==> config.mk <==
export PLATFORM = sky130hd
export DESIGN_NAME = fss_sequencer
export DESIGN_NICKNAME = d
export VERILOG_FILES = /design/src/rtl/fss_sequencer.v
export VERILOG_INCLUDE_DIRS = /design/src /design/src/rtl
export SDC_FILE = /design/constraint.sdc
export NUM_CORES = 1
export LEC_CHECK = 0
export BUFFER_PORTS_ARGS = -buffer_cell sky130_fd_sc_hd__clkbuf_2
export CAP_MARGIN = 30
export CORE_MARGIN = 10
export CORE_UTILIZATION = 24
export DETAILED_ROUTE_END_ITERATION = 10
export GPL_ROUTABILITY_DRIVEN = 0
export PLACE_DENSITY = 0.47
export REMOVE_ABC_BUFFERS = 1
export SETUP_SLACK_MARGIN = 0.2
export SKIP_LAST_GASP = 1
export SYNTH_ARGS = -nofsm -noshare
export SYNTH_HDL_FRONTEND = slang
export SYNTH_SLANG_ARGS = --single-unit
==> constraint.sdc <==
create_clock -name clock -period 3.7 [get_ports clock]
set_input_delay 0.185 -clock clock [delete_from_list [all_inputs] [get_ports clock]]
set_output_delay 0.185 -clock clock [all_outputs]
set_load 0.01 [all_outputs]
==> src/rtl/fss_consts.vh <==
// Constants for the floppy seek and sector sequencer.
// Assumes a single system clock whose rate is given in kHz below.
`ifndef FSS_CONSTS_VH
`define FSS_CONSTS_VH

`define FSS_CLK_KHZ 10000
// Step intervals in ms, indexed by the step-rate field
`define FSS_STEP_R0_MS 6
`define FSS_STEP_R1_MS 12
`define FSS_STEP_R2_MS 2
`define FSS_STEP_R3_MS 3
`define FSS_SETTLE_E_MS 15
`define FSS_SETTLE_V_MS 30
`define FSS_PULSE_DD_US 4
`define FSS_PULSE_SD_US 8
`define FSS_DIR_SETUP_US 24
`define FSS_RESTORE_MAX 8'hFF
// Byte windows and counts, single / double density
`define FSS_DAM_WIN_SD 11'h01E
`define FSS_DAM_WIN_DD 11'h02B
`define FSS_WR_GAP_SD 11'h00B
`define FSS_WR_GAP_DD 11'h016
`define FSS_WR_ZERO_SD 11'h006
`define FSS_WR_ZERO_DD 11'h00C
// Revolution limits
`define FSS_REV_ID 3'h4
`define FSS_REV_DAM 3'h5
`define FSS_REV_VERIFY 3'h5
// Command bit positions
`define FSS_BIT_VERIFY 2
`define FSS_BIT_UPDATE 4
`define FSS_BIT_MULTI 4
`define FSS_BIT_SETTLE 2
`define FSS_BIT_DELMARK 0
// Command opcodes in bits 7..4 or 7..5
`define FSS_OP_RESTORE 4'h0
`define FSS_OP_SEEK 4'h1
`define FSS_OP_READ 3'h4
`define FSS_OP_WRITE 3'h5

`endif

==> src/rtl/fss_sequencer.v <==
// Seek, step and sector read/write sequencer of a floppy disk controller.
// Assumes byte-level disk events (ID fields, marks, bytes, byte ticks)
// come from a data separator on the same clock; drive sense pins are async.
// Functional notes
// - Restore: step outward until track zero sensed, then clear track, interrupt.
// - Restore gives up after 255 pulses; seek error if verify flag set.
// - Restore with verify checks head position after reaching track zero.
// - Seek steps toward data register, updating track, until equal; verify; interrupt.
// - Step: one pulse same direction as last, optional update, delay, verify.
// - Step-in: one inward pulse, optional increment, delay, verify, interrupt.
// - Step-out: one outward pulse, optional decrement, delay, verify, interrupt.
// - Sector command sets busy; optional settle delay before searching.
// - ID field must match track, sector and have good CRC to proceed.
// - No matching ID within revolution limit sets record-not-found, interrupts.
// - Multi-sector increments sector register and continues; single ends after one.
// - Read needs data mark within 30/43 bytes; five revolutions else not found.
// - Read bytes go to holding register with request; overrun sets lost data.
// - Data CRC failure sets CRC error and ends command.
// - Read records deleted mark type in status.
// - Write: request, count 11/22 bytes, gate only if serviced, else lost data.
// - After gate, write 6/12 zero bytes then the data mark.
// - Command bit 0 selects deleted or normal written mark.
// - Step-rate field: 6, 12, 2, 3 ms.
// - Direction high inward, low outward, valid 24 us before pulse.
// - Step pulse 4 us double density, 8 us single density.
// - Host read or write of holding register clears data request.
`timescale 1ns/1ps
`include "fss_consts.vh"

module fss_sequencer #(
  parameter [18:0] STEP_R0_CYC = `FSS_STEP_R0_MS * `FSS_CLK_KHZ,
  parameter [18:0] STEP_R1_CYC = `FSS_STEP_R1_MS * `FSS_CLK_KHZ,
  parameter [18:0] STEP_R2_CYC = `FSS_STEP_R2_MS * `FSS_CLK_KHZ,
  parameter [18:0] STEP_R3_CYC = `FSS_STEP_R3_MS * `FSS_CLK_KHZ,
  parameter [18:0] SETTLE_E_CYC = `FSS_SETTLE_E_MS * `FSS_CLK_KHZ,
  parameter [18:0] SETTLE_V_CYC = `FSS_SETTLE_V_MS * `FSS_CLK_KHZ,
  parameter [10:0] SECTOR_BYTES = 11'h100
) (
  input wire clock,
  input wire reset,
  input wire single_density,
  input wire [7:0] host_data,
  input wire host_wr_command,
  input wire host_wr_track,
  input wire host_wr_sector,
  input wire host_wr_data,
  input wire host_rd_data,
  input wire host_rd_status,
  input wire track_zero_sense_n,
  input wire index_n,
  input wire id_valid,
  input wire [7:0] id_track,
  input wire [7:0] id_sector,
  input wire id_crc_ok,
  input wire byte_tick,
  input wire mark_found,
  input wire mark_deleted,
  input wire read_valid,
  input wire [7:0] read_byte,
  input wire data_crc_end,
  input wire data_crc_ok,
  output reg [7:0] track_reg,
  output reg [7:0] sector_reg,
  output reg [7:0] data_holding_register,
  output reg busy,
  output reg data_request,
  output reg interrupt_request,
  output reg seek_error,
  output reg record_not_found,
  output reg crc_error,
  output reg lost_data,
  output reg deleted_mark,
  output reg step_pulse,
  output reg step_direction,
  output reg write_gate,
  output reg [7:0] write_byte,
  output reg write_strobe,
  output reg write_mark,
  output reg write_mark_deleted
);

  localparam [18:0] PULSE_DD = `FSS_PULSE_DD_US * `FSS_CLK_KHZ / 1000;
  localparam [18:0] PULSE_SD = `FSS_PULSE_SD_US * `FSS_CLK_KHZ / 1000;
  localparam [18:0] DIR_SETUP = `FSS_DIR_SETUP_US * `FSS_CLK_KHZ / 1000;

  localparam [3:0] S_IDLE = 4'h0;
  localparam [3:0] S_DIR = 4'h1;
  localparam [3:0] S_PULSE = 4'h2;
  localparam [3:0] S_RATE = 4'h3;
  localparam [3:0] S_CHECK = 4'h4;
  localparam [3:0] S_VSET = 4'h5;
  localparam [3:0] S_VER = 4'h6;
  localparam [3:0] S_ESET = 4'h7;
  localparam [3:0] S_SRCH = 4'h8;
  localparam [3:0] S_DAM = 4'h9;
  localparam [3:0] S_RD = 4'hA;
  localparam [3:0] S_WGAP = 4'hB;
  localparam [3:0] S_WZERO = 4'hC;
  localparam [3:0] S_WMARK = 4'hD;
  localparam [3:0] S_WDATA = 4'hE;
  localparam [3:0] S_DONE = 4'hF;

  reg [3:0] state;
  reg [7:0] cmd;
  reg [18:0] timer;
  reg [10:0] count;
  reg [7:0] steps;
  reg [2:0] revs;
  reg mark_seen;
  reg tz_s1, tz_s2, tz_s3, tz_level;
  reg ix_s1, ix_s2, ix_s3, ix_level, ix_prev;

  wire is_restore = (cmd[7:4] == `FSS_OP_RESTORE);
  wire is_seek = (cmd[7:4] == `FSS_OP_SEEK);
  wire is_write = (cmd[7:5] == `FSS_OP_WRITE);
  wire verify = cmd[`FSS_BIT_VERIFY];
  wire index_edge = ix_prev & ~ix_level;
  wire host_took = host_rd_data | host_wr_data;

  // Step interval for the step-rate field
  function [18:0] step_cycles;
    input [1:0] rate;
    begin
      case (rate)
        2'h0: step_cycles = STEP_R0_CYC;
        2'h1: step_cycles = STEP_R1_CYC;
        2'h2: step_cycles = STEP_R2_CYC;
        default: step_cycles = STEP_R3_CYC;
      endcase
    end
  endfunction

  // Pick single or double density figure
  function [10:0] by_density;
    input sd;
    input [10:0] sd_val;
    input [10:0] dd_val;
    begin
      by_density = sd ? sd_val : dd_val;
    end
  endfunction

  // Drive pins: three flops, a change counts when stages two and three agree
  always @(posedge clock) begin
    if (reset) begin
      tz_s1 <= 1'b1;
      tz_s2 <= 1'b1;
      tz_s3 <= 1'b1;
      tz_level <= 1'b1;
      ix_s1 <= 1'b1;
      ix_s2 <= 1'b1;
      ix_s3 <= 1'b1;
      ix_level <= 1'b1;
      ix_prev <= 1'b1;
    end else begin
      tz_s1 <= track_zero_sense_n;
      tz_s2 <= tz_s1;
      tz_s3 <= tz_s2;
      if (tz_s2 == tz_s3) tz_level <= tz_s3;
      ix_s1 <= index_n;
      ix_s2 <= ix_s1;
      ix_s3 <= ix_s2;
      if (ix_s2 == ix_s3) ix_level <= ix_s3;
      ix_prev <= ix_level;
    end
  end

  always @(posedge clock) begin
    if (reset) begin
      state <= S_IDLE;
      cmd <= 8'h00;
      timer <= 19'h00000;
      count <= 11'h000;
      steps <= 8'h00;
      revs <= 3'h0;
      mark_seen <= 1'b0;
      track_reg <= 8'h00;
      sector_reg <= 8'h00;
      data_holding_register <= 8'h00;
      busy <= 1'b0;
      data_request <= 1'b0;
      interrupt_request <= 1'b0;
      seek_error <= 1'b0;
      record_not_found <= 1'b0;
      crc_error <= 1'b0;
      lost_data <= 1'b0;
      deleted_mark <= 1'b0;
      step_pulse <= 1'b0;
      step_direction <= 1'b0;
      write_gate <= 1'b0;
      write_byte <= 8'h00;
      write_strobe <= 1'b0;
      write_mark <= 1'b0;
      write_mark_deleted <= 1'b0;
    end else begin
      write_strobe <= 1'b0;
      write_mark <= 1'b0;
      // Clears first; any set below in the same cycle wins
      if (host_took) data_request <= 1'b0;
      if (host_wr_data) data_holding_register <= host_data;
      if (host_rd_status || host_wr_command) interrupt_request <= 1'b0;
      if (timer != 19'h00000) timer <= timer - 19'h00001;
      if (index_edge && revs != 3'h7) revs <= revs + 3'h1;
      case (state)
        S_IDLE: begin
          if (host_wr_track) track_reg <= host_data;
          if (host_wr_sector) sector_reg <= host_data;
          if (host_wr_command && !host_data[7]) begin
            cmd <= host_data;
            busy <= 1'b1;
            seek_error <= 1'b0;
            crc_error <= 1'b0;
            steps <= 8'h00;
            if (host_data[6:5] == 2'h0) begin
              state <= S_CHECK;
            end else begin
              if (host_data[6]) step_direction <= ~host_data[5];
              timer <= DIR_SETUP;
              state <= S_DIR;
            end
          end else if (host_wr_command && host_data[7:6] == 2'h2) begin
            cmd <= host_data;
            busy <= 1'b1;
            record_not_found <= 1'b0;
            crc_error <= 1'b0;
            lost_data <= 1'b0;
            deleted_mark <= 1'b0;
            revs <= 3'h0;
            mark_seen <= 1'b0;
            if (host_data[`FSS_BIT_SETTLE]) begin
              timer <= SETTLE_E_CYC;
              state <= S_ESET;
            end else begin
              state <= S_SRCH;
            end
          end
        end
        S_CHECK: begin
          if (is_restore) begin
            if (!tz_level) begin
              track_reg <= 8'h00;
              state <= verify ? S_VSET : S_DONE;
              timer <= SETTLE_V_CYC;
            end else if (steps == `FSS_RESTORE_MAX) begin
              seek_error <= verify;
              state <= S_DONE;
            end else begin
              step_direction <= 1'b0;
              timer <= DIR_SETUP;
              state <= S_DIR;
            end
          end else if (track_reg == data_holding_register) begin
            state <= verify ? S_VSET : S_DONE;
            timer <= SETTLE_V_CYC;
          end else begin
            step_direction <= (data_holding_register > track_reg);
            timer <= DIR_SETUP;
            state <= S_DIR;
          end
        end
        S_DIR: begin
          if (timer == 19'h00000) begin
            step_pulse <= 1'b1;
            steps <= steps + 8'h01;
            timer <= (single_density ? PULSE_SD : PULSE_DD) - 19'h00001;
            if (is_seek || (!is_restore && cmd[`FSS_BIT_UPDATE])) begin
              track_reg <= step_direction ? track_reg + 8'h01
                                          : track_reg - 8'h01;
            end
            state <= S_PULSE;
          end
        end
        S_PULSE: begin
          if (timer == 19'h00000) begin
            step_pulse <= 1'b0;
            timer <= step_cycles(cmd[1:0]);
            state <= S_RATE;
          end
        end
        S_RATE: begin
          if (timer == 19'h00000) begin
            if (is_restore || is_seek) begin
              state <= S_CHECK;
            end else begin
              timer <= SETTLE_V_CYC;
              state <= verify ? S_VSET : S_DONE;
            end
          end
        end
        S_VSET: begin
          if (timer == 19'h00000) begin
            revs <= 3'h0;
            state <= S_VER;
          end
        end
        S_VER: begin
          if (id_valid && id_track == track_reg && id_crc_ok) begin
            crc_error <= 1'b0;
            state <= S_DONE;
          end else if (revs >= `FSS_REV_VERIFY) begin
            seek_error <= 1'b1;
            state <= S_DONE;
          end else if (id_valid && id_track == track_reg) begin
            crc_error <= 1'b1;
          end
        end
        S_ESET: begin
          if (timer == 19'h00000) begin
            revs <= 3'h0;
            state <= S_SRCH;
          end
        end
        S_SRCH: begin
          write_gate <= 1'b0;
          if (revs >= (mark_seen ? `FSS_REV_DAM : `FSS_REV_ID)) begin
            record_not_found <= 1'b1;
            state <= S_DONE;
          end else if (id_valid && id_track == track_reg && id_sector == sector_reg
                       && id_crc_ok) begin
            mark_seen <= 1'b1;
            count <= 11'h000;
            if (is_write) begin
              data_request <= 1'b1;
              state <= S_WGAP;
            end else begin
              state <= S_DAM;
            end
          end
        end
        S_DAM: begin
          if (mark_found) begin
            deleted_mark <= mark_deleted;
            count <= 11'h000;
            state <= S_RD;
          end else if (byte_tick) begin
            count <= count + 11'h001;
            if (count + 11'h001 >= by_density(single_density, `FSS_DAM_WIN_SD,
                                              `FSS_DAM_WIN_DD)) begin
              state <= S_SRCH;
            end
          end
        end
        S_RD: begin
          if (read_valid) begin
            if (data_request && !host_rd_data) begin
              lost_data <= 1'b1;
            end else begin
              data_holding_register <= read_byte;
              data_request <= 1'b1;
            end
          end
          if (data_crc_end) begin
            if (!data_crc_ok) begin
              crc_error <= 1'b1;
              state <= S_DONE;
            end else if (cmd[`FSS_BIT_MULTI]) begin
              sector_reg <= sector_reg + 8'h01;
              revs <= 3'h0;
              mark_seen <= 1'b0;
              state <= S_SRCH;
            end else begin
              state <= S_DONE;
            end
          end
        end
        S_WGAP: begin
          if (byte_tick) begin
            count <= count + 11'h001;
            if (count + 11'h001 >= by_density(single_density, `FSS_WR_GAP_SD,
                                              `FSS_WR_GAP_DD)) begin
              count <= 11'h000;
              if (data_request && !host_wr_data) begin
                lost_data <= 1'b1;
                state <= S_DONE;
              end else begin
                write_gate <= 1'b1;
                state <= S_WZERO;
              end
            end
          end
        end
        S_WZERO: begin
          if (byte_tick) begin
            write_byte <= 8'h00;
            write_strobe <= 1'b1;
            count <= count + 11'h001;
            if (count + 11'h001 >= by_density(single_density, `FSS_WR_ZERO_SD,
                                              `FSS_WR_ZERO_DD)) begin
              state <= S_WMARK;
            end
          end
        end
        S_WMARK: begin
          if (byte_tick) begin
            write_mark <= 1'b1;
            write_mark_deleted <= cmd[`FSS_BIT_DELMARK];
            count <= 11'h000;
            state <= S_WDATA;
          end
        end
        S_WDATA: begin
          if (byte_tick) begin
            write_strobe <= 1'b1;
            if (data_request && !host_wr_data) begin
              write_byte <= 8'h00;
              lost_data <= 1'b1;
            end else begin
              write_byte <= host_wr_data ? host_data : data_holding_register;
            end
            count <= count + 11'h001;
            if (count + 11'h001 >= SECTOR_BYTES) begin
              // Gate stays up through the last byte and drops on the next cycle
              if (cmd[`FSS_BIT_MULTI]) begin
                sector_reg <= sector_reg + 8'h01;
                revs <= 3'h0;
                mark_seen <= 1'b0;
                state <= S_SRCH;
              end else begin
                state <= S_DONE;
              end
            end else begin
              data_request <= 1'b1;
            end
          end
        end
        S_DONE: begin
          busy <= 1'b0;
          write_gate <= 1'b0;
          step_pulse <= 1'b0;
          interrupt_request <= 1'b1;
          state <= S_IDLE;
        end
        default: state <= S_IDLE;
      endcase
    end
  end

endmodule // fss_sequencer

### After elaboration in Yosys (flattened, before gate mapping)

Cells that the tools add are included.

| storage, ports and cells | value |
|---|---|
| bits in registers | 109 |
| output and inout port bits | 46 |
| word-level logic and storage cells | 356 |

| operators by class | value |
|---|---|
| add/subtract/negate cells | 8 |
| $lt $le $gt $ge | 7 |
| equal/unequal tests | 73 |
| muxes and demuxes | 165 |
| bitwise logic cells | 6 |
| reductions and logical operators | 63 |

Operator list:

| operator | count |
|---|---|
| 2-to-1 mux 19 bit | 13 |
| 2-to-1 mux 8 bit | 23 |
| 2-to-1 mux 4 bit | 30 |
| one-hot mux 19 bit (5 select lines) | 1 |
| 2-to-1 mux 11 bit | 7 |
| != test 2 bit (second input constant) | 36 |
| one-hot mux 4 bit (16 select lines) | 1 |
| 2-to-1 mux 1 bit | 55 |
| one-hot mux 11 bit (5 select lines) | 1 |
| one-hot mux 17 bit (3 select lines) | 1 |
| one-hot mux 8 bit (3 select lines) | 2 |
| 2-to-1 mux 3 bit | 12 |
| != test 3 bit (second input constant) | 11 |
| equality test 4 bit (second input constant) | 8 |
| one-hot mux 8 bit (2 select lines) | 2 |
| adder 8 x 1 -> 8 bit (second input constant) | 3 |
| equality test 8 bit | 3 |
| logical NOT 19 bit | 1 |
| nonzero test 19 bit | 1 |
| subtractor 19 x 1 -> 19 bit (second input constant) | 1 |
| AND reduction 18 bit | 1 |
| AND reduction 6 bit | 3 |
| nonzero test 2 bit | 9 |
| equality test 4 x 3 -> 1 bit (second input constant) | 4 |
| other kinds (45) | 93 |

### Depth between registers and ports, before layout

| depth | value |
|---|---|
| depth in word-level cells | 8 |
| mapped depth | 13 |

### Worst setup path before layout

OpenSTA, ideal clock, no wires.

| timing | value |
|---|---|
| kind | register to register |
| start | reg count[0] |
| end | reg state[2] |
| setup time | 0.091 ns |
| arrival time | 2.903 ns |
| setup slack | 0.706 ns |
| cell stages (with the launch flop) | 12 |
| path buffers | 0 |
| period minus slack after synthesis | 2.994 ns |
| cells stage by stage | dfxtp_1 ha_1 nand3_1 xnor2_1 ha_1 a211o_1 o22ai_1 and4bb_2 a31o_2 o311ai_1 a21oi_1 a311oi_1 |

| between the ends | value |
|---|---|
| word-level cells in the longest chain between the ends | 4 |
| elaborated cells on any way between the ends | 10 |
| those cells by class | 1 x add/sub; 4 x order compare; 4 x eq/ne; 1 x reduce/logical |

Ends and longest elaborated chain:

| element | line | text |
|---|---|---|
| start: declaration | fss_sequencer.v:106 | `reg [10:0] count;` |
| start signal: assignment | fss_sequencer.v:336 | `count <= count + 11'h001;` |
| start signal: assignment | fss_sequencer.v:368 | `count <= count + 11'h001;` |
| start signal: assignment | fss_sequencer.v:386 | `count <= count + 11'h001;` |
| adder 11 x 1 -> 11 bit (*) | - |  |
| greater-or-equal comparator 11 x 6 -> 1 bit, or another cell as far along | fss_sequencer.v:337 | `` if (count + 11'h001 >= by_density(single_density, `FSS_DAM_WIN_SD, `` |
| != test 3 bit (no line) / != test 2 bit (equally long branches) | - |  |
| AND reduction 18 bit (no line) (*) | - |  |
| end signal: assignment | fss_sequencer.v:242 | `state <= verify ? S_VSET : S_DONE;` |
| end signal: assignment | fss_sequencer.v:253 | `state <= verify ? S_VSET : S_DONE;` |
| end signal: assignment | fss_sequencer.v:286 | `state <= verify ? S_VSET : S_DONE;` |
| end: declaration | fss_sequencer.v:103 | `reg [3:0] state;` |

Every way passes the cells marked *; elsewhere a longest branch is shown, timed or not.
A chain may end at the register's enable or synchronous reset.

### Worst setup path in the final report

Same ends and word-level chain as after synthesis.

==> metrics.md <==
| Metric | Value |
|---|---|
| Synth Area in XOR/XNOR | `4.95%` |
| Peak Freq | `0.315 GHz` |
| RSZ-0062 raised after global routing | `false` |
| Met2 routed wirelength | `12.1 mm` |
| Post-Synth Simple-Gate Area | `26.9%` |
| Max rail drop VDD | `0.257 mV` |
| CP Class | `flop to flop` |
| DR top layer | `met4` |
| Multiplexer share of the synthesized area | `1.77%` |
| CP cell instances | `ha_2, nand3_1, xnor2_2, ha_1, a211o_1, o22ai_1, and4bb_2, a31o_2, o311ai_2, a21oi_1, a311oi_1` |
| TritonCTS clock tree | `built` |
| LEAKAGE | `3.34 nW` |
| Post-synthesis adder-cell area fraction | `7.01%` |
| PD cells | `631 mW/mm²` |
| Async SR Flop Fraction | `0%` |
| DRT antenna net count | `0` |
| Antenna violations before repair | `1` |
| Period minus WS final | `3170 ps` |
| Comb power frac | `51.8%` |
| Status | `finished clean` |
| Syn avg cell area | `7.74 µm²` |
| Starting Density | `24.3%` |
| Dpl ws | `295 ps` |
| Largest net degree at the start of global routing | `76` |
| CP peak stage delay | `500 ps` |
| Synth area leader | `dfxtp_1` |
| CP Capture Type | `flop` |
| Final net count | `1,136` |
| Pint | `0.00293 W` |
| IO Port Bufs | `96` |
| Biggest register | `timer` |
| Clock Power Share | `18.0%` |
| Distinct cells, synth | `89` |
| # fillers | `3,394` |
| Path depth of the worst reg2reg path | `11` |
| Die Width | `196 µm` |
| Crit path buffers/inverters | `0` |
| Area share of the largest cell type after synthesis | `29.1%` |
| Die area | `0.0384 mm²` |
| Top_reg_cell synth | `dfxtp_1` |
| WP data arrival | `3440 ps` |
| Post-synth EDFFs | `0` |
| First-pass DRT Iterations | `6` |
| Detail Placement HPWL | `20.3 mm` |
| Sequential group share of total power | `30.2%` |
| Worst path top cell family by delay | `compound AO/OA/AOI/OAI gates` |
| Drt drc | `0` |
| Area Growth Syn to Fin | `17.1%` |
| Largest register FFs | `19` |
| All-Layer GR Usage | `13.7%` |
| Overflow after GRT | `0` |
| Yosys reg bits | `108` |
| Worst setup margin | `527 ps` |
| WL met1 | `12.6 mm` |
| Slowest cell on the critical path | `dfxtp_1` |
| Clock sink total | `108` |
| Setup slack, reg-to-reg | `530 ps` |
| Kind of start point of the critical path | `flop` |
| Hold Crit Class | `input pin to flop` |
| Top Ports | `97` |
| Deepest clock path buffer count | `2` |
| First-pass GRT wire length | `42.6 mm` |
| Via count | `7,501` |
| RR Startpoint | `count[0]$_SDFFE_PP0P_` |
| Core Area | `0.0306 mm²` |
| Top cells by area, synth | `dfxtp_1, ha_1, a21oi_1, nor2_1, nand2_1` |
| Fin. Hold Viols | `0` |
| Hold-critical path depth | `3` |
| H-tree depth reported by CTS | `3` |
| DR WL met3 | `1.57 mm` |
| Worst Hold End | `deleted_mark$_SDFFE_PP0P_` |
| Vias per cell | `5.19` |
| Vias in the first global route | `7,305` |
| Largest regs | `timer x19, count x11` |
| Worst setup skew after layout | `12.3 ps` |
| Slew @ Worst Pin | `985 ps` |
| Crit path required time | `3970 ps` |
| Clock slew at reported path FFs | `80 ps` |
| Die H | `196 µm` |
| Sw Share | `46.6%` |
| Detailed Route Iter0 Violations | `605` |
| Synth Area in Compound Gates | `25.4%` |
| Row cnt | `64` |
| Synthesized cell area | `0.00743 mm²` |
| Routed len/inst | `18.5 µm` |
| Relative slew slack | `34.3%` |
| Syn. warnings | `0` |
| Pins Over Slew Limit | `0` |
| Fin crit share | `85.8%` |
| Sw Pwr | `0.00256 W` |
| Maximum fanout along the worst path | `9` |
| Max-Cap Viols | `0` |
| Root Buffer | `clkbuf_16` |
| Share of layout cells above drive strength 1 | `17.7%` |
| Clock Latency Late Sink | `370 ps` |
| Final setup vio count | `0` |
| Hold path start | `mark_deleted` |
| TritonCTS Buffers | `9` |
| Worst R2R End | `state[2]$_SDFFE_PP0P_` |
| Drt total wl | `26.8 mm` |
| Setup TNS | `0 ps` |
| Largest family of logic cells by synthesized area | `simple AND/OR/NAND/NOR gates` |
| Gate Count Post-Synth | `960` |
| Seq/Total Area, Yosys | `29.1%` |
## synthesized netlist by cell type (13+ instances only)
| master | number |
|---|---|
| a21oi_1 | 91 |
| or2_2 | 15 |
| o21ai_0 | 50 |
| a31oi_1 | 14 |
| ha_1 | 40 |
| nand2b_1 | 13 |
| a211oi_1 | 28 |
| nor4_1 | 15 |
| xor2_1 | 29 |
| inv_1 | 30 |
| nand2_1 | 74 |
| or3_1 | 15 |
| nor3_1 | 35 |
| clkbuf_1 | 33 |
| dfxtp_1 | 108 |
| nand3_1 | 34 |
| xnor2_1 | 13 |
| nor2_1 | 116 |
## layout by cell type (no fill, tap or decap), drive strengths merged, types with 7 or more instances in the layout
| master | instances |
|---|---|
| a311oi | 8 |
| buf | 28 |
| ha | 40 |
| and2 | 7 |
| or2 | 16 |
| nor2 | 118 |
| nand4 | 12 |
| o21a | 8 |
| dfxtp | 108 |
| o21ai | 50 |
| inv | 34 |
| nor4 | 20 |
| a21oi | 91 |
| nand3 | 35 |
| nand2b | 13 |
| nand3b | 10 |
| xnor2 | 13 |
| clkbuf | 104 |
| a31oi | 14 |
| or3 | 15 |
| a211oi | 30 |
| nor3 | 37 |
| a221oi | 7 |
| mux2i | 12 |
| nand2 | 74 |
| xor2 | 29 |
| nor2b | 7 |
| a22oi | 9 |
## metal layers
layer	up-vias	GRT usage (%)
li1	3699	-
met5	-	0
met4	0	3.82
met2	221	21.7
met3	28	2.42
met1	3553	18.5
## tightest hold or removal path: cells and delay by family
family | cells | cell delay, ps
simple gates | 1 | 50
buf+inv | 1 | 80
compound gates | 1 | 50
## logic make-up after synthesis
group / after synthesis
buffers and inverters: 84
AOI/OAI and AO/OA: 285
DFF: 108
xor gates and xnor gates: 42
muxes: 13
and+or+nand+nor: 387
adders and majority gates: 41
## per-stage QoR
stage | std cells | total power (W) | util, % | hold slack, ps | cell area [µm²]
finish | 1446 | 0.00548 | 28.4 | 54.8 | 8700
detailed placement | 1427 | 0.00447 | 27.4 | 371 | 8370
CTS | 1445 | 0.00549 | 28.4 | 41.3 | 8680
global route | 1445 | 0.00591 | 28.4 | 66.2 | 8690
floorplan | 908 | 0.00354 | - | 250 | 7190
global placement | 1427 | 0.00448 | 27.4 | 370 | 8370
## power groups by stage
stage                     combinational (W)  sequential (W)  clock, W
final                               0.00284         0.00165  0.000990
after global routing                0.00316         0.00169   0.00106
after CTS                           0.00282         0.00165   0.00102
after detailed placement            0.00280         0.00168         0
after global placement              0.00280         0.00168         0
after floorplan                     0.00188         0.00166         0
## layout make-up
cell class	instances	area (µm²)	share of cell area, %
repair buffers	125	706	8.11
inverters	32	120	1.38
clock inverters	7	58.8	0.676
clock buffers	9	225	2.59
diodes	1	2.50	0.0288
well taps	396	495	5.70
flip-flops and latches	108	2160	24.9
multi-input cells	768	4930	56.7
## worst max path at each step
stage,start,endpoint,cells past startpoint
3_5_place_dp,count[0]$_SDFFE_PP0P_,state[2]$_SDFFE_PP0P_,11
5_1_grt,count[0]$_SDFFE_PP0P_,state[2]$_SDFFE_PP0P_,11
6_report,count[0]$_SDFFE_PP0P_,state[2]$_SDFFE_PP0P_,11
4_1_cts,count[0]$_SDFFE_PP0P_,state[2]$_SDFFE_PP0P_,11
3_3_place_gp,count[0]$_SDFFE_PP0P_,state[2]$_SDFFE_PP0P_,11
2_1_floorplan,count[0]$_SDFFE_PP0P_,state[2]$_SDFFE_PP0P_,11
## what timing repair did
action,CTS,global route
setup endpoints to repair,0,4
hold endpoints to repair,2,0
buffers inserted,0,0
resized for setup,0,3
hold buffers,2,0
Note: power is estimated with default switching activity, not from simulation.
